**src/common/gsp_consts.svh**
```systemverilog
`ifndef GSP_CONSTS_SVH
`define GSP_CONSTS_SVH
// ----------------------------------------
// Register offsets
// ----------------------------------------
`define GSP_A_VENDOR 7'h00
`define GSP_A_TECH 7'h01
`define GSP_A_PART 7'h02
`define GSP_A_REV 7'h03
`define GSP_A_SN0 7'h04
`define GSP_A_SN1 7'h05
`define GSP_A_SN2 7'h06
`define GSP_A_SN3 7'h07
`define GSP_A_RXL 7'h08
`define GSP_A_RXH 7'h09
`define GSP_A_RYL 7'h0a
`define GSP_A_RYH 7'h0b
`define GSP_A_TL 7'h0c
`define GSP_A_TH 7'h0d
`define GSP_A_RSV0E 7'h0e
`define GSP_A_RSV0F 7'h0f
`define GSP_A_PWR 7'h10
`define GSP_A_FILT 7'h11
`define GSP_A_SYNC 7'h12
// ----------------------------------------
// Values and fields (identity codes arbitrary)
// ----------------------------------------
`define GSP_VENDOR_VAL 8'h5a
`define GSP_TECH_VAL 8'h3c
`define GSP_PART_VAL 8'h71
`define GSP_REV_VAL 8'h01
`define GSP_SERIAL_VAL 32'h1234_5678
`define GSP_RSV0E_VAL 8'h00
`define GSP_RSV0F_VAL 8'h03
`define GSP_PWR_RST 8'h00
`define GSP_FILT_RST 8'h00
`define GSP_SYNC_RST 8'h00
`define GSP_PWR_MASK 8'h03
`define GSP_FILT_MASK 8'hf7
`define GSP_SYNC_MASK 8'h03
`define GSP_PWR_MEAS_BIT 1
`define GSP_PWR_TSM_BIT 0
`define GSP_SYNC_READY 2'h1
// ----------------------------------------
// Timing (125 MHz clock, master divider)
// ----------------------------------------
`define GSP_CLK_NS 8
`define GSP_SCLK_HALF_NS 104
`define GSP_SCLK_HALF_CYC ((`GSP_SCLK_HALF_NS + `GSP_CLK_NS - 1) / `GSP_CLK_NS)
`define GSP_GAP_NS 10000
`define GSP_GAP_CYC ((`GSP_GAP_NS + `GSP_CLK_NS - 1) / `GSP_CLK_NS)
`endif

```
**src/common/gsp_pkg.sv**
```systemverilog
package gsp_pkg;
  typedef enum logic [1:0] {
    GSP_M_IDLE = 2'b00,
    GSP_M_SHIFT = 2'b01,
    GSP_M_GAP = 2'b10
  } gsp_mstate_t;
  typedef logic [7:0] gsp_byte_t;
endpackage

```
**src/common/gsp_if.sv**
```systemverilog
`timescale 1ns/1ps
interface gsp_if;
  logic cs_n;
  logic sclk;
  logic mosi;
  logic miso;
  logic miso_oe_n;
  modport dev (input cs_n, input sclk, input mosi,
               output miso, output miso_oe_n);
  modport mst (output cs_n, output sclk, output mosi,
               input miso, input miso_oe_n);
endinterface

```
**src/gsp_device.sv**
```systemverilog
`timescale 1ns/1ps
`include "gsp_consts.svh"
// Functional notes
// Slave only on four-wire serial link
// Master ignores output during writes
// Master clock at most five megahertz
// Both ends use clock mode three
// Master drives select low per transfer
// Clock idles high while select high
// Receiver samples data on rising edge
// Bursts accepted outside standby
// Standby allows single register only
// Master raises select between commands
// Ten microsecond gap above one megahertz
// Sixteen or more clocks per transaction
// First bit one reads, zero writes
// Write stores data at address
// Read returns addressed register
// Writing 0x02 to 0x10 starts measuring
// Registers take reset values
// Three identification codes are constant
// Revision register reports silicon revision
// Serial number bytes, low first
// Temperature split high nibble, low byte
// Power bits: measure and temp enable
// Sync 01 drives ready until read
// Writes to read-only registers ignored
module gsp_device
  import gsp_pkg::*;
(
  // Clock and reset
  input wire logic clk,
  input wire logic rst,
  // Serial link
  gsp_if.dev link,
  // Sensor side
  input wire logic sample_valid,
  input wire logic [15:0] rate_x,
  input wire logic [15:0] rate_y,
  input wire logic [11:0] temp,
  // Status
  output logic measure_mode,
  output logic temp_sensor_enable,
  output logic [7:0] filter_cfg,
  output logic ready_or_analog_select_pin
);
  // ----------------------------------------
  // Pin synchronisers
  // ----------------------------------------
  // Three stages; a change counts when stages two and three agree
  logic [2:0] cs_sy_reg, ck_sy_reg, di_sy_reg;
  logic cs_reg, ck_reg, di_reg;
  always_ff @(posedge clk or posedge rst) begin
    if (rst) begin
      cs_sy_reg <= 3'h7;
      ck_sy_reg <= 3'h7;
      di_sy_reg <= 3'h0;
      cs_reg <= 1'b1;
      ck_reg <= 1'b1;
      di_reg <= 1'b0;
    end else begin
      cs_sy_reg <= {cs_sy_reg[1:0], link.cs_n};
      ck_sy_reg <= {ck_sy_reg[1:0], link.sclk};
      di_sy_reg <= {di_sy_reg[1:0], link.mosi};
      if (cs_sy_reg[1] == cs_sy_reg[2]) cs_reg <= cs_sy_reg[2];
      if (ck_sy_reg[1] == ck_sy_reg[2]) ck_reg <= ck_sy_reg[2];
      if (di_sy_reg[1] == di_sy_reg[2]) di_reg <= di_sy_reg[2];
    end
  end
  wire logic ck_stable = (ck_sy_reg[1] == ck_sy_reg[2]);
  wire logic sel = ~cs_reg;
  wire logic ck_rise = sel & ck_stable & ck_sy_reg[2] & ~ck_reg;
  wire logic ck_fall = sel & ck_stable & ~ck_sy_reg[2] & ck_reg;
  // ----------------------------------------
  // Registers
  // ----------------------------------------
  logic [7:0] pwr_reg, filt_reg, sync_reg;
  logic [15:0] rx_reg, ry_reg;
  logic [11:0] tmp_reg;
  logic rdy_reg;
  // ----------------------------------------
  // Shift engine
  // ----------------------------------------
  logic [7:0] sh_reg;
  logic [2:0] bit_reg;
  logic rw_reg, hdr_reg, first_reg;
  logic [6:0] addr_reg;
  logic [7:0] tx_reg;
  wire logic byte_done = ck_rise & (bit_reg == 3'h7);
  wire logic [7:0] rx_byte = {sh_reg[6:0], di_reg};
  wire logic [6:0] hdr_addr = rx_byte[6:0];
  // Standby: only the first data byte of a transfer is served
  wire logic standby = ~pwr_reg[`GSP_PWR_MEAS_BIT];
  wire logic data_ok = first_reg | ~standby;
  wire logic do_wr = byte_done & ~hdr_reg & ~rw_reg & data_ok;
  wire logic [6:0] rd_addr = hdr_reg ? hdr_addr : addr_reg + 7'h1;

  function automatic logic [7:0] rd_mux(input logic [6:0] a,
      input logic [7:0] p, input logic [7:0] f, input logic [7:0] s,
      input logic [15:0] x, input logic [15:0] y, input logic [11:0] t);
    logic [31:0] sn;
    sn = `GSP_SERIAL_VAL;
    unique case (a)
      `GSP_A_VENDOR: rd_mux = `GSP_VENDOR_VAL;
      `GSP_A_TECH: rd_mux = `GSP_TECH_VAL;
      `GSP_A_PART: rd_mux = `GSP_PART_VAL;
      `GSP_A_REV: rd_mux = `GSP_REV_VAL;
      `GSP_A_SN0: rd_mux = sn[7:0];
      `GSP_A_SN1: rd_mux = sn[15:8];
      `GSP_A_SN2: rd_mux = sn[23:16];
      `GSP_A_SN3: rd_mux = sn[31:24];
      `GSP_A_RXL: rd_mux = x[7:0];
      `GSP_A_RXH: rd_mux = x[15:8];
      `GSP_A_RYL: rd_mux = y[7:0];
      `GSP_A_RYH: rd_mux = y[15:8];
      `GSP_A_TL: rd_mux = t[7:0];
      `GSP_A_TH: rd_mux = {4'h0, t[11:8]};
      `GSP_A_RSV0E: rd_mux = `GSP_RSV0E_VAL;
      `GSP_A_RSV0F: rd_mux = `GSP_RSV0F_VAL;
      `GSP_A_PWR: rd_mux = p;
      `GSP_A_FILT: rd_mux = f;
      `GSP_A_SYNC: rd_mux = s;
      default: rd_mux = 8'h00;
    endcase
  endfunction
  // Load waits for the falling edge after a byte so miso never moves while
  // sclk is high; addr_reg already names the byte about to go out
  wire logic [7:0] rd_data =
    rd_mux(addr_reg, pwr_reg, filt_reg, sync_reg, rx_reg, ry_reg, tmp_reg);
  wire logic tx_slot = ck_fall & (bit_reg == 3'h0);
  wire logic load_tx = tx_slot & rw_reg & ~hdr_reg & data_ok;

  always_ff @(posedge clk or posedge rst) begin
    if (rst) begin
      sh_reg <= 8'h00;
      bit_reg <= 3'h0;
      rw_reg <= 1'b0;
      hdr_reg <= 1'b1;
      first_reg <= 1'b0;
      addr_reg <= 7'h00;
      tx_reg <= 8'h00;
    end else if (!sel) begin
      bit_reg <= 3'h0;
      hdr_reg <= 1'b1;
      first_reg <= 1'b0;
      tx_reg <= 8'h00;
    end else begin
      if (ck_rise) begin
        sh_reg <= rx_byte;
        bit_reg <= bit_reg + 3'h1;
        if (bit_reg == 3'h0 && hdr_reg) rw_reg <= di_reg;
      end
      if (byte_done) begin
        hdr_reg <= 1'b0;
        first_reg <= hdr_reg;
        addr_reg <= rd_addr;
      end
      // Bytes refused in standby shift out as zero
      if (load_tx) tx_reg <= rd_data;
      else if (tx_slot) tx_reg <= 8'h00;
      else if (ck_fall) tx_reg <= {tx_reg[6:0], 1'b0};
    end
  end
  // Data changes on the falling edge so the master samples it rising
  assign link.miso = tx_reg[7];
  assign link.miso_oe_n = cs_reg;

  // ----------------------------------------
  // Writable registers and data capture
  // ----------------------------------------
  // Unused reserved bits are masked so they always read zero
  wire logic [7:0] wd = rx_byte;
  always_ff @(posedge clk or posedge rst) begin
    if (rst) begin
      pwr_reg <= `GSP_PWR_RST;
      filt_reg <= `GSP_FILT_RST;
      sync_reg <= `GSP_SYNC_RST;
    end else if (do_wr) begin
      // Other addresses are read-only or reserved and keep their value
      unique case (addr_reg)
        `GSP_A_PWR: pwr_reg <= wd & `GSP_PWR_MASK;
        `GSP_A_FILT: filt_reg <= wd & `GSP_FILT_MASK;
        `GSP_A_SYNC: sync_reg <= wd & `GSP_SYNC_MASK;
        default: ;
      endcase
    end
  end

  // Rates and temperature freeze during a transfer so a burst is coherent
  wire logic rd_done = byte_done & rw_reg & ~hdr_reg & data_ok &
                       (addr_reg >= `GSP_A_RXL) & (addr_reg <= `GSP_A_TH);
  wire logic capture = sample_valid & ~standby & ~sel;
  always_ff @(posedge clk or posedge rst) begin
    if (rst) begin
      rx_reg <= 16'h0000;
      ry_reg <= 16'h0000;
      tmp_reg <= 12'h000;
      rdy_reg <= 1'b0;
    end else begin
      if (capture) begin
        rx_reg <= rate_x;
        ry_reg <= rate_y;
        if (pwr_reg[`GSP_PWR_TSM_BIT]) tmp_reg <= temp;
      end
      // New data wins over a read clear in the same cycle
      if (capture) rdy_reg <= 1'b1;
      else if (rd_done) rdy_reg <= 1'b0;
    end
  end
  assign ready_or_analog_select_pin =
    rdy_reg & (sync_reg[1:0] == `GSP_SYNC_READY);
  assign measure_mode = pwr_reg[`GSP_PWR_MEAS_BIT];
  assign temp_sensor_enable = pwr_reg[`GSP_PWR_TSM_BIT];
  assign filter_cfg = filt_reg;
endmodule // gsp_device

```
**src/flat_wrapper.sv**
```systemverilog
// flat-port wrapper written by rule: the top's interface ports become plain ports
module gsp_device_flat import gsp_pkg::*;
  (clk, rst, sample_valid, rate_x, rate_y, temp, measure_mode, temp_sensor_enable, filter_cfg, ready_or_analog_select_pin, link_cs_n, link_sclk, link_mosi, link_miso, link_miso_oe_n);
  gsp_if link_i ();
  input wire logic clk;
  input wire logic rst;
  input wire logic sample_valid;
  input wire logic [15:0] rate_x;
  input wire logic [15:0] rate_y;
  input wire logic [11:0] temp;
  output logic measure_mode;
  output logic temp_sensor_enable;
  output logic [7:0] filter_cfg;
  output logic ready_or_analog_select_pin;
  input wire logic [$bits(link_i.cs_n)-1:0] link_cs_n;
  input wire logic [$bits(link_i.sclk)-1:0] link_sclk;
  input wire logic [$bits(link_i.mosi)-1:0] link_mosi;
  output wire logic [$bits(link_i.miso)-1:0] link_miso;
  output wire logic [$bits(link_i.miso_oe_n)-1:0] link_miso_oe_n;
  assign link_i.cs_n = link_cs_n;
  assign link_i.sclk = link_sclk;
  assign link_i.mosi = link_mosi;
  assign link_miso = link_i.miso;
  assign link_miso_oe_n = link_i.miso_oe_n;
  gsp_device u_core (.clk(clk), .rst(rst), .link(link_i), .sample_valid(sample_valid), .rate_x(rate_x), .rate_y(rate_y), .temp(temp), .measure_mode(measure_mode), .temp_sensor_enable(temp_sensor_enable), .filter_cfg(filter_cfg), .ready_or_analog_select_pin(ready_or_analog_select_pin));
endmodule
```
**config.mk**
```make
export PLATFORM = sky130hd
export DESIGN_NAME = gsp_device_flat
export DESIGN_NICKNAME = d
export VERILOG_FILES = /design/src/common/gsp_pkg.sv /design/src/common/gsp_if.sv /design/src/gsp_device.sv /design/src/flat_wrapper.sv
export VERILOG_INCLUDE_DIRS = /design/src /design/src/common
export SDC_FILE = /design/constraint.sdc
export NUM_CORES = 1
export LEC_CHECK = 0
export ABC_AREA = 1
export CORE_MARGIN = 2
export CORE_UTILIZATION = 50
export DETAILED_ROUTE_END_ITERATION = 16
export DONT_BUFFER_PORTS = 1
export GPL_TIMING_DRIVEN = 0
export PLACE_DENSITY = 0.68
export SYNTH_ARGS = -nofsm -noshare
export SYNTH_HDL_FRONTEND = slang
export SYNTH_SLANG_ARGS = --single-unit
```
**constraint.sdc**
```tcl
create_clock -name clk -period 3.9 [get_ports clk]
set_input_delay 0.975 -clock clk [delete_from_list [all_inputs] [get_ports clk]]
set_output_delay 0.975 -clock clk [all_outputs]
set_load 0.005 [all_outputs]
```
=== Yosys cells after proc, flatten, opt, wreduce, memory -nomap -nowiden ===
Index checks and enable logic that the tools add are counted.

* Bits in registers: 96
* Word-level logic and storage cells: 101

* Add/sub/neg operators: 2
* $lt $le $gt $ge: 2
* Equal/unequal tests: 22
* Multiplexer cells: 14
* Bitwise operators: 27
* Reductions and logical operators: 14

{| class="wikitable"
|+ Operator list
! kind !! count
|-
| one-hot mux 8 bit (18 select lines) || 1
|-
| equality test 7 x 4 -> 1 bit (second input constant) || 7
|-
| 2-to-1 mux 8 bit || 4
|-
| equality test 7 x 3 -> 1 bit (second input constant) || 4
|-
| AND 1 bit || 21
|-
| equality test 7 x 5 -> 1 bit (second input constant) || 3
|-
| equality test 7 x 2 -> 1 bit (second input constant) || 2
|-
| AND reduction 2 bit || 6
|-
| adder 7 x 1 -> 7 bit (second input constant) || 1
|-
| equality test 7 x 1 -> 1 bit (second input constant) || 1
|-
| greater-or-equal comparator 7 x 4 -> 1 bit (second input constant) || 1
|-
| less-or-equal comparator 7 x 4 -> 1 bit (second input constant) || 1
|-
| zero test 7 bit || 1
|-
| 2-to-1 mux 7 bit || 1
|-
| 2-to-1 mux 1 bit || 6
|-
| 2-to-1 mux 3 bit || 2
|-
| nonzero test 2 bit || 3
|-
| inverter 1 bit || 5
|-
| nonzero test 4 bit || 1
|-
| adder 3 x 1 -> 3 bit (second input constant) || 1
|-
| equality test 1 bit || 3
|-
| equality test 3 bit (second input constant) || 1
|-
| zero test 3 bit || 1
|-
| AND reduction 3 bit || 1
|-
| other kinds (3) || 3
|}

=== Longest topological paths before layout ===
Gate-level depths: netlist of the first run.

* Depth in word-level cells: 12
* Depth in mapped cells: 12

=== Least setup slack after synthesis of the first run ===
Ideal clock, no wire load.

* Kind: input port to flip-flop
* Start point: input sample_valid
* End point: register u_core.tmp_reg[0]
* Setup time: 0.125 ns
* Data arrival time: 1.813 ns
* Setup slack: 1.962 ns
* Stages on the path: 5
* Path buffers: 1
* Cells stage by stage: nand3_2 -> inv_2 -> nand2_1 -> buf_2 -> mux2_2

* Longest elaborated chain between the ends: 3

{| class="wikitable"
|+ RTL lines
! item !! line !! text
|-
| start, declared || flat_wrapper.sv:7 || <nowiki>input wire logic sample_valid;</nowiki>
|-
| AND 1 bit (2 in series) || gsp_device.sv:192 || <nowiki>wire logic capture = sample_valid & ~standby & ~sel;</nowiki>
|-
| AND reduction 2 bit (no line) || - ||
|-
| end signal, assigned || gsp_device.sv:203 || <nowiki>if (pwr_reg[`GSP_PWR_TSM_BIT]) tmp_reg <= temp;</nowiki>
|-
| end, declared || gsp_device.sv:79 || <nowiki>logic [11:0] tmp_reg;</nowiki>
|}

No other way between the ends.
A chain may end at the register's enable or synchronous reset.

=== Worst setup path after layout of the first run ===
* Start point: register u_core.addr_reg[0]
* End point: register u_core.tx_reg[2]

* Longest elaborated chain between the ends: 4

{| class="wikitable"
|+ RTL lines
! item !! line !! text
|-
| start, declared || gsp_device.sv:87 || <nowiki>logic [6:0] addr_reg;</nowiki>
|-
| start signal, assigned || gsp_device.sv:156 || <nowiki>addr_reg <= rd_addr;</nowiki>
|-
| equality test 7 x 5 -> 1 bit, or another cell as far along || gsp_device.sv:103 || <nowiki>unique case (a)</nowiki>
|-
| one-hot mux 8 bit (18 select lines) (*) || gsp_device.sv:103 ||
|-
| 2-to-1 mux 8 bit (*) || gsp_device.sv:159 || <nowiki>if (load_tx) tx_reg <= rd_data;</nowiki>
|-
| 2-to-1 mux 8 bit (*) || gsp_device.sv:142 || <nowiki>end else if (!sel) begin</nowiki>
|-
| end signal, assigned || gsp_device.sv:159 ||
|-
| end signal, assigned || gsp_device.sv:161 || <nowiki>else if (ck_fall) tx_reg <= {tx_reg[6:0], 1'b0};</nowiki>
|-
| end, declared || gsp_device.sv:88 || <nowiki>logic [7:0] tx_reg;</nowiki>
|}

Mark *: on every way between the ends. The rest lies on a longest branch, timed or not.

==> flow_summary_export.csv, run 1 <==
group,metric,value,unit
synth,synth-xor-area-share,0.00739,
setup_path,timing.rr.end,"u_core.tx_reg[2]",
setup_path,startpoint,"u_core.addr_reg[0]",
sta,hold_viol,0,
setup_path,endpoint,"u_core.tx_reg[2]",
setup_path,cp_data_required_time,4.21,ns
global_route,grt_max_degree,51,
final_layout,n_fill_cell,884,
final_layout,multi_input_area,2060,µm²
floorplan,core,9200,µm²
synth,synth_edf_count,0,
route,drt_first_pass_iters,5,
clock_tree,clockBufferDepth,2,
clock_tree,cts.sink_count,96,
setup_path,slowest_stage,"dfrtp_1",
clock_tree,h-tree-depth,3,
clock_tree,cts_root_buffer,"clkbuf_8",
final_layout,fin_area,5130,µm²
synth,ys_ff_latch,96,
global_route,grt_antenna_before_repair,0,
placement,placed_area,4910,µm²
global_route,grt_util_all_layers,0.240,
final_layout,nets,657,
global_route,grt.overflow.total,0,
setup_path,crit_buf_inv,1,
synth,synth_top_family_by_area,"simple AND/OR/NAND/NOR gates",
setup_path,crit_type,"reg -> reg",
sta,rsz0062_at_grt,"false",
sta,fin_skew,0.0106,ns
synth,synth_fa_ha_area_frac,0.0227,
synth,synth-compound-area-share,0.0721,
synth,synthSimpleGateAreaFrac,0.305,
route,drc_errors,0,
final_layout,drive_gt1_frac,0.106,
synth,ys_seq_area_frac,0.509,
synth,async_flop_share,1.00,
setup_path,worst_path_most_repeated_cell,"nand2_1",
placement,place_inst,700,
setup_path,start_kind,"register",
clock_tree,clk_pin_slew,0.10,ns
floorplan,fp-row-count,35,
worst_hold_path,min_path_type,"reg -> reg",
clock_tree,cts_tree,"done",
setup_path,r2r_start,"u_core.addr_reg[0]",
synth,syn-instance-count,588,
sta,fmax,0.497,GHz
synth,syn-num-nets,645,
route,via_count,3843,
final_layout,regArea,2410,µm²
final_layout,syn2layout_area_growth,8.34,%
synth,syn_avg_cell_area,8.06,µm²
status,outcome,"complete, no violations",
setup_path,crit_chain,"inv_1 > ha_1 > nand3_1 > nor2_1 > nand2_1 > nand3_1 > nor2_1 > nand3b_1 > nand2_1 > nand2_1",
final_layout,stdcell_count,716,
synth,yosysWarnings,0,
clock_tree,postCtsSetupBuffers,0,
route,wl_per_cell,15.8,µm
sta,max-slew-margin-rel,0.564,
sta,drv_slew,0,
global_route,grt_pass1_wl,18.9,mm
route,via_per_inst,5.37,
sta,tightest_slew,0.652,ns
setup_path,crit_family,"simple AND/OR/NAND/NOR gates",
floorplan,die_w,101,µm
global_route,grt_pass1_vias,3861,
placement,numPortBuffers,0,
sta,fin_crit_sh,0.516,
route,drt_iter0_markers,259,
synth,ys_types,38,
setup_path,path_depth,10,
setup_path,reg2regPathDepth,10,
synth,mappedNetlistArea,4740,µm²
synth,synth_ff_type,"dfrtp_1",
sta,period_needed,2.01,ns
setup_path,cp.arrival,2.32,ns
placement,place_congestion,0.907,
floorplan,die_y,101,µm
run,cap_viol_max_count,0,
floorplan,start_util,0.515,
final_layout,diodes,0,
route,ant_nets,0,
synth,synthMuxAreaShare,0.0261,
sta,setup_viol,0,
power,p_per_area,366,nW/µm²
clock_tree,cts_buffers,9,
clock_tree,postCtsHoldBufs,0,
power,fin_total_pwr,1.88,mW
setup_path,path_max_fanout,7,
sta,tns,0,ns
floorplan,dieArea,10300,µm²
setup_path,slowest_delay,0.43,ns
floorplan,pin_count,63,
power,leakage,2.72,nW
clock_tree,clk_latency,0.38,ns
power,peakVddDrop,0.436,mV
clock_tree,ctsResizeCount,0,
setup_path,reg2reg_slack,1.89,ns
setup_path,cp-end-kind,"register",
route,totalWireLength,11.3,mm
placement,hpwlAfterDp,8.60,mm
final_layout,final_util,0.558,
==> how the worst min path moves through the flow <==
stage	from	end	slack, ns	depth (start not counted)
after floorplan	u_core.di_sy_reg[0]	u_core.di_sy_reg[1]	0.33	0
after global placement	u_core.di_sy_reg[0]	u_core.di_sy_reg[1]	0.34	0
after detailed placement	u_core.di_sy_reg[0]	u_core.di_sy_reg[1]	0.34	0
after CTS	u_core.cs_sy_reg[0]	u_core.cs_sy_reg[1]	0.36	0
after global routing	u_core.ck_sy_reg[0]	u_core.ck_sy_reg[1]	0.37	0
final	u_core.di_sy_reg[0]	u_core.di_sy_reg[1]	0.36	0
==> cell type report <==
class	instances	share of cell area
buffer	17	0.0185
clock buffer	9	0.0241
clock inverter	7	0.0200
inverter	46	0.0344
multi-input combinational	429	0.400
sequential	96	0.470
tap	111	0.0271
timing repair buffer	1	0.00536
==> layer usage <==
metal  GRT usage  part of all wire  wire (µm)  vias to the layer above
met2       0.374              0.46       5270                      108
met4      0.0686             0.012        131                        0
met1       0.332              0.47       5290                     1827
met5           0                 0          0                        -
li1            -                 -          -                     1897
met3      0.0656             0.058        660                       11
==> synthesized netlist by cell type, types with 3 or more instances <==
master	number	share of area
a21oi_1	10	0.011
buf_2	4	0.0042
buf_6	3	0.0071
clkbuf_1	9	0.0071
dfrtp_1	87	0.46
dfstp_2	9	0.050
ha_1	7	0.018
inv_1	42	0.033
mux2_2	11	0.026
nand2_1	234	0.19
nand3_1	44	0.046
nand4_1	4	0.0053
nor2_1	51	0.040
nor3_1	3	0.0032
o21ai_0	32	0.034
o21ai_2	7	0.013
o22ai_1	3	0.0040
xor2_1	4	0.0074
==> kinds of logic (layout without fill, tap and decap cells) <==
logic type	after synthesis	count (layout)
AOI/OAI and AO/OA	58	58
xor gates and xnor gates	4	4
other	1	1
adders and majority gates	9	9
and+or+nand+nor	346	346
DFF	96	96
muxes	11	11
buffers and inverters	63	80
==> report_power, final <==
group	switching, mW	internal, mW
logic	0.0669	0.0249
registers	0.0197	1.03
clock network	0.367	0.370
==> placed cells by master, fill, tap and decap left out, types with 10 or more instances in the layout <==
cell type / instances
nand2_1: 234
nor2_1: 51
a21oi_1: 10
dfrtp_1: 87
inv_1: 41
o21ai_0: 32
mux2_2: 11
nand3_1: 44
==> metrics by stage <==
step / hold slack (ns) / setup slack [ns]
after global placement: 0.336 / -0.525
after floorplan: 0.331 / 0.435
after global routing: 0.370 / 1.63
final: 0.358 / 1.89
after detailed placement: 0.340 / 1.77
after CTS: 0.362 / 1.92
Power figures use the tool's default switching activity.
==> run 2, diff against run 1 <==
--- a/config.mk
+++ b/config.mk
@@ -6,13 +6,13 @@
 export SDC_FILE = /design/constraint.sdc
 export NUM_CORES = 1
 export LEC_CHECK = 0
-export ABC_AREA = 1
+export ABC_AREA = 0
 export CORE_MARGIN = 2
 export CORE_UTILIZATION = 50
 export DETAILED_ROUTE_END_ITERATION = 16
 export DONT_BUFFER_PORTS = 1
 export GPL_TIMING_DRIVEN = 0
-export PLACE_DENSITY = 0.68
+export PLACE_DENSITY = 0.71
 export SYNTH_ARGS = -nofsm -noshare
 export SYNTH_HDL_FRONTEND = slang
 export SYNTH_SLANG_ARGS = --single-unit
==> constraint.sdc (replaced) <==
create_clock -name clk -period 1.8 [get_ports clk]
set_input_delay 0.45 -clock clk [delete_from_list [all_inputs] [get_ports clk]]
set_output_delay 0.45 -clock clk [all_outputs]
set_load 0.005 [all_outputs]
==> run 2 against run 1 <==
Register-to-register slack got worse by 2.1 ns. Hold slack got worse by 0.35 ns. Highest routed layer unchanged. Largest power group unchanged. Maximum frequency rose by 1.7%. Area after synthesis fell by 6.4%. The run now ends with negative setup slack left. Clock power rose by 99%.
==> flow_summary_export.csv, run 2 <==
group,metric,value,unit
floorplan,core,8680,µm²
sta,max-slew-margin-rel,0.587,
route,totalWireLength,11.5,mm
route,drt_iter0_markers,357,
clock_tree,h-tree-depth,3,
route,via_per_inst,6.40,
setup_path,cp.arrival,2.25,ns
setup_path,path_max_fanout,10,
final_layout,diodes,0,
synth,synth_edf_count,0,
power,p_per_area,741,nW/µm²
final_layout,nets,470,
power,peakVddDrop,0.583,mV
clock_tree,cts_tree,"done",
setup_path,reg2reg_slack,-0.18,ns
synth,synth_top_cells_by_count,"87 x dfrtp_1, 64 x mux2_2, 24 x o21ai_0",
synth,synth_top_area_frac,0.491,
placement,placed_area,4650,µm²
synth,synth.largest_area_cell,"dfrtp_1",
final_layout,stdcell_count,526,
synth,async_flop_share,1.00,
sta,tightest_slew,0.619,ns
global_route,grt_pass1_wl,18.1,mm
sta,setup_viol,19,
route,via_count,3369,
route,ant_nets,0,
worst_hold_path,min_path_type,"in -> async",
clock_tree,clk_latency,0.38,ns
global_route,grt_pass1_vias,3359,
clock_tree,postCtsHoldBufs,0,
route,wl_per_cell,21.9,µm
final_layout,drive_gt1_frac,0.433,
floorplan,pin_count,63,
power,leakage,2.48,nW
sta,tns,-1.20,ns
sta,rsz0062_at_grt,"true",
synth,syn_avg_cell_area,11.9,µm²
placement,pre_cts_ws,-0.542,ns
synth,ys_seq_area_frac,0.544,
setup_path,start_kind,"register",
sta,hold_viol,0,
sta,drv_slew,0,
power,fin_total_pwr,4.05,mW
synth,mappedNetlistArea,4430,µm²
floorplan,fp-row-count,34,
floorplan,start_util,0.511,
status,violations,"negative setup slack",
final_layout,fin_area,5470,µm²
placement,place_congestion,0.884,
setup_path,cp-end-kind,"register",
sta,fin_skew,0.00988,ns
global_route,grt_antenna_before_repair,0,
setup_path,crit_type,"reg -> reg",
route,drt_first_pass_iters,5,
sta,period_needed,1.98,ns
synth,synth.most_common_cell,"dfrtp_1",
sta,fin_crit_sh,1.10,
clock_tree,clk_pin_slew,0.10,ns
final_layout,syn2layout_area_growth,23.3,%
floorplan,die_y,98.2,µm
run,cap_viol_max_count,0,
floorplan,dieArea,9640,µm²
floorplan,die_w,98.2,µm
synth,syn-instance-count,372,
setup_path,r2r_start,"u_core.addr_reg[0]",
sta,fmax,0.505,GHz
setup_path,reg2regPathDepth,7,
clock_tree,clockBufferDepth,2,
synth,syn-num-nets,429,
global_route,grt_util_all_layers,0.239,
synth,synth_ff_type,"dfrtp_1",
placement,numPortBuffers,0,
global_route,grt_max_degree,44,
final_layout,layout_commonest_cell,"dfrtp_1",
synth,yosys-top-cells-area,"dfrtp_1 49%, mux2_2 16%, dfstp_2 5.3%",
route,drc_errors,0,
placement,place_inst,482,
sta,fin_ws,-0.179,ns
synth,ys_ff_latch,96,
clock_tree,cts_root_buffer,"clkbuf_8",
setup_path,cp_data_required_time,2.07,ns
status,outcome,"finished with violations",
synth,ys_types,51,
setup_path,timing.rr.end,"u_core.tx_reg[1]",
global_route,grt.overflow.total,0,
placement,hpwlAfterDp,7.44,mm
synth,yosysWarnings,0,
final_layout,mostFrequentLayoutCells,"85 x dfrtp_1, 55 x mux2_2, 24 x buf_4",
clock_tree,cts_buffers,9,
clock_tree,cts.sink_count,96,
==> run 2: cell families (layout without fill, tap and decap cells) <==
| logic type | after synthesis | count (layout) | synth area share |
|---|---|---|---|
| compound gates | 95 | 95 | 0.146 |
| mux | 65 | 65 | 0.165 |
| simple gates | 72 | 72 | 0.0872 |
| buf+inv | 33 | 79 | 0.0305 |
| other cells | 1 | 1 | 0.000846 |
| flops | 96 | 96 | 0.544 |
| fa+ha+maj | 10 | 10 | 0.0265 |
==> run 2: worst max-delay path by stage <==
| stage | from | cells past startpoint | to | slack, ns |
|---|---|---|---|---|
| after global routing | u_core.addr_reg[0] | 7 | u_core.tx_reg[1] | -0.22 |
| final | u_core.addr_reg[0] | 7 | u_core.tx_reg[1] | -0.18 |
| after global placement | u_core.addr_reg[0] | 8 | u_core.tx_reg[1] | -0.52 |
| after floorplan | u_core.addr_reg[0] | 8 | u_core.tx_reg[1] | -0.03 |
| after detailed placement | u_core.addr_reg[0] | 8 | u_core.tx_reg[1] | -0.54 |
| after CTS | u_core.addr_reg[0] | 9 | u_core.tx_reg[1] | -0.16 |
==> run 2: cell type report <==
| class | instances | area, µm² |
|---|---|---|
| fill | 669 | 3210 |
| inverter | 8 | 36.3 |
| sequential | 96 | 2420 |
| multi-input combinational | 243 | 2160 |
| timing repair buffer | 34 | 335 |
| clock inverter | 7 | 78.8 |
| buffer | 21 | 176 |
| tap | 108 | 135 |
| clock buffer | 9 | 124 |
==> run 2: critical path, stage by stage, from the launching register on <==
cell	delay, ns
dfrtp_2	0.49
ha_4	0.20
buf_8	0.14
buf_8	0.14
a222oi_1	0.38
o22ai_1	0.17
a41oi_2	0.24
o21ai_1	0.10
==> run 2: report_power, final <==
part / leakage (nW) / switching [mW] / internal [mW]
combinational: 1.10 / 0.112 / 0.107
sequential: 1.28 / 0.114 / 2.25
clock: 0.0994 / 0.816 / 0.657
==> run 2: repair_timing <==
action	4_1_cts	5_1_grt
setup endpoints to repair	61	56
buffers inserted	19	13
pin swaps	17	17
hold endpoints to repair	0	0
gates resized for setup	61	40
==> run 2: metal layers <==
metal  global-route usage  up-vias  part of all wire
li1                     -     1470                 -
met1                0.310     1697              0.39
met2                0.388      180              0.50
met3               0.0723       22             0.088
met4               0.0790        0             0.022
met5                    0        -                 0
==> run 2: metrics by stage <==
step                      hold slack, ns  utilization
final                            0.00841        0.630
after global routing              0.0447        0.630
after CTS                        0.00694        0.602
after detailed placement           0.337        0.536
after global placement             0.333        0.531
after floorplan                    0.331            -
==> run 3, diff against run 2 <==
--- a/config.mk
+++ b/config.mk
@@ -7,12 +7,14 @@
 export NUM_CORES = 1
 export LEC_CHECK = 0
 export ABC_AREA = 0
+export CORE_ASPECT_RATIO = 0.5
 export CORE_MARGIN = 2
 export CORE_UTILIZATION = 50
 export DETAILED_ROUTE_END_ITERATION = 16
 export DONT_BUFFER_PORTS = 1
 export GPL_TIMING_DRIVEN = 0
 export PLACE_DENSITY = 0.71
+export REMOVE_ABC_BUFFERS = 1
 export SYNTH_ARGS = -nofsm -noshare
 export SYNTH_HDL_FRONTEND = slang
 export SYNTH_SLANG_ARGS = --single-unit
==> run 3 against run 2 <==
Global-route usage grew 0.58 points. The run still ends with negative setup slack left. Utilization grew 0.42 points. Worst setup slack gained 0.044 ns. Combinational power shrank 5%. Design area grew 0.32%. Sequential share of layout area grew 0.13 points. Cell count shrank 1.3%. Sequential power is essentially flat. Via count shrank 1.5%.
==> flow_summary_export.csv, run 3 (synthesized netlist as in run 2, its figures left out) <==
group,metric,value,unit
final_layout,nets,454,
status,outcome,"finished with violations",
setup_path,crit_type,"reg -> reg",
worst_hold_path,min_path_type,"in -> async",
sta,setup_viol,18,
floorplan,core,8650,µm²
global_route,grt_util_all_layers,0.245,
global_route,grt.overflow.total,0,
setup_path,worst_path_most_repeated_cell,"buf_6",
setup_path,r2r_start,"u_core.addr_reg[1]",
sta,fmax,0.517,GHz
global_route,grt_pass1_wl,17.7,mm
floorplan,fp-row-count,24,
setup_path,timing.rr.end,"u_core.tx_reg[6]",
clock_tree,clk_latency,0.35,ns
placement,place_congestion,0.857,
route,routed.top_layer,"met4",
power,power_frac_comb,0.044,
route,totalWireLength,11.5,mm
clock_tree,clk_pin_slew,0.07,ns
setup_path,reg2regPathDepth,9,
floorplan,start_util,0.513,
global_route,grt_antenna_before_repair,0,
sta,fin_skew,0.00745,ns
floorplan,pin_count,63,
final_layout,stdcell_count,519,
placement,hpwlAfterDp,6.75,mm
route,via_count,3319,
clock_tree,clockBufferDepth,2,
setup_path,slowest_stage,"dfrtp_2",
placement,place_inst,465,
final_layout,drive_gt1_frac,0.448,
power,peakVddDrop,0.504,mV
route,via_per_inst,6.39,
power,p_switching,1.03,mW
clock_tree,cts_root_buffer,"clkbuf_16",
sta,fin_crit_sh,1.08,
power,leakage,2.46,nW
power,fin_total_pwr,4.73,mW
sta,rsz0062_at_grt,"true",
setup_path,start_kind,"register",
placement,numPortBuffers,0,
sta,period_needed,1.94,ns
setup_path,cp.arrival,2.17,ns
final_layout,final_util,0.634,
setup_path,path_max_fanout,5,
clock_tree,h-tree-depth,3,
final_layout,layout_commonest_cell,"dfrtp_1",
clock_tree,cts_tree,"done",
run,cap_viol_max_count,0,
final_layout,n_fill_cell,630,
power,p_clk_frac,0.457,
power,p_per_area,863,nW/µm²
floorplan,die_w,137,µm
route,wl_met2,5.38,mm
route,met1Wirelength,4.93,mm
clock_tree,cts.sink_count,96,
final_layout,diodes,0,
power,p_int,3.70,mW
final_layout,mostFrequentLayoutCells,"80 x dfrtp_1, 57 x mux2_2, 25 x buf_4",
setup_path,crit_family,"compound AO/OA/AOI/OAI gates",
power,p_seq_frac,0.499,
route,drc_errors,0,
clock_tree,cts_buffers,9,
floorplan,die_y,70.6,µm
floorplan,dieArea,9680,µm²
setup_path,cp_data_required_time,2.03,ns
route,ant_nets,0,
placement,pre_cts_ws,-1.02,ns
sta,fin_ws,-0.135,ns
setup_path,reg2reg_slack,-0.14,ns
placement,placed_area,4500,µm²
route,drt_iter0_markers,405,
setup_path,crit_chain,"buf_6 > ha_4 > nor2_4 > buf_6 > nor2_2 > o2111a_1 > o31ai_4 > buf_6 > o21ai_2",
setup_path,crit_buf_inv,3,
route,drt_first_pass_iters,6,
route,wl_met3,933,µm
global_route,grt_max_degree,51,
setup_path,cp-end-kind,"register",
sta,tightest_slew,0.624,ns
sta,timing.hold.ws,0.0426,ns
sta,hold_viol,0,
sta,drv_slew,0,
sta,max-slew-margin-rel,0.584,
power,switching_share,0.218,
status,violations,"negative setup slack",
route,wl_per_cell,22.2,µm
setup_path,slowest_delay,0.44,ns
global_route,grt_pass1_vias,3340,
final_layout,fin_area,5480,µm²
sta,tns,-1.54,ns
final_layout,syn2layout_area_growth,23.7,%
## run 3: cell count changes in the layout (fill, tap and decap cells not counted), moves of 4 or more
cell,change
clkbuf_16,+9
clkbuf_8,-9
o21ai_1,-6
clkbuf_4,-5
dfrtp_1,-5
buf_8,-4
o21ai_2,+4
## run 3: layer usage
metal,vias up,GRT usage
met3,31,0.0767
li1,1437,-
met2,175,0.373
met4,0,0.0962
met1,1676,0.333
met5,-,0
## run 3: worst reg2reg max path: stages (launching register included)
cell and delay [ns]:
dfrtp_2 0.44, buf_6 0.14, ha_4 0.19, nor2_4 0.12
buf_6 0.12, nor2_2 0.04, o2111a_1 0.27, o31ai_4 0.28
buf_6 0.17, o21ai_2 0.06
## run 3: layout make-up
cell class	count	area [µm²]	area share
tap	117	146	0.0267
inverter	8	36.3	0.00662
multi-input combinational	243	2170	0.396
clock inverter	6	108	0.0196
clock buffer	10	229	0.0418
sequential	96	2430	0.443
timing repair buffer	39	363	0.0662
## run 3: worst max path at each step
| stage | from | endpoint | slack, ns | depth (start not counted) |
|---|---|---|---|---|
| after floorplan | rst | u_core.addr_reg[0] | -1.14 | 1 |
| after global placement | rst | u_core.bit_reg[2] | -1.87 | 1 |
| after detailed placement | u_core.addr_reg[4] | u_core.tx_reg[6] | -1.02 | 5 |
| after CTS | u_core.link.miso_oe_n | u_core.filter_cfg[0] | -0.12 | 5 |
| after global routing | u_core.addr_reg[1] | u_core.tx_reg[6] | -0.17 | 9 |
| final | u_core.addr_reg[1] | u_core.tx_reg[6] | -0.14 | 9 |
## run 3: timing repair
item	4_1_cts	5_1_grt
pin swaps	20	10
setup endpoints to repair	74	21
resized for setup	73	18
endpoints found under the hold margin	0	0
buffers inserted	21	17
hold buffers	0	0
## run 3: power groups by stage
| stage | Clock, mW | Sequential [mW] | Combinational [mW] |
|---|---|---|---|
| floorplan | 0 | 2.35 | 0.149 |
| global placement | 0 | 2.38 | 0.168 |
| detailed placement | 0 | 2.39 | 0.187 |
| CTS | 2.19 | 2.36 | 0.203 |
| global route | 2.27 | 2.37 | 0.227 |
| finish | 2.16 | 2.36 | 0.207 |
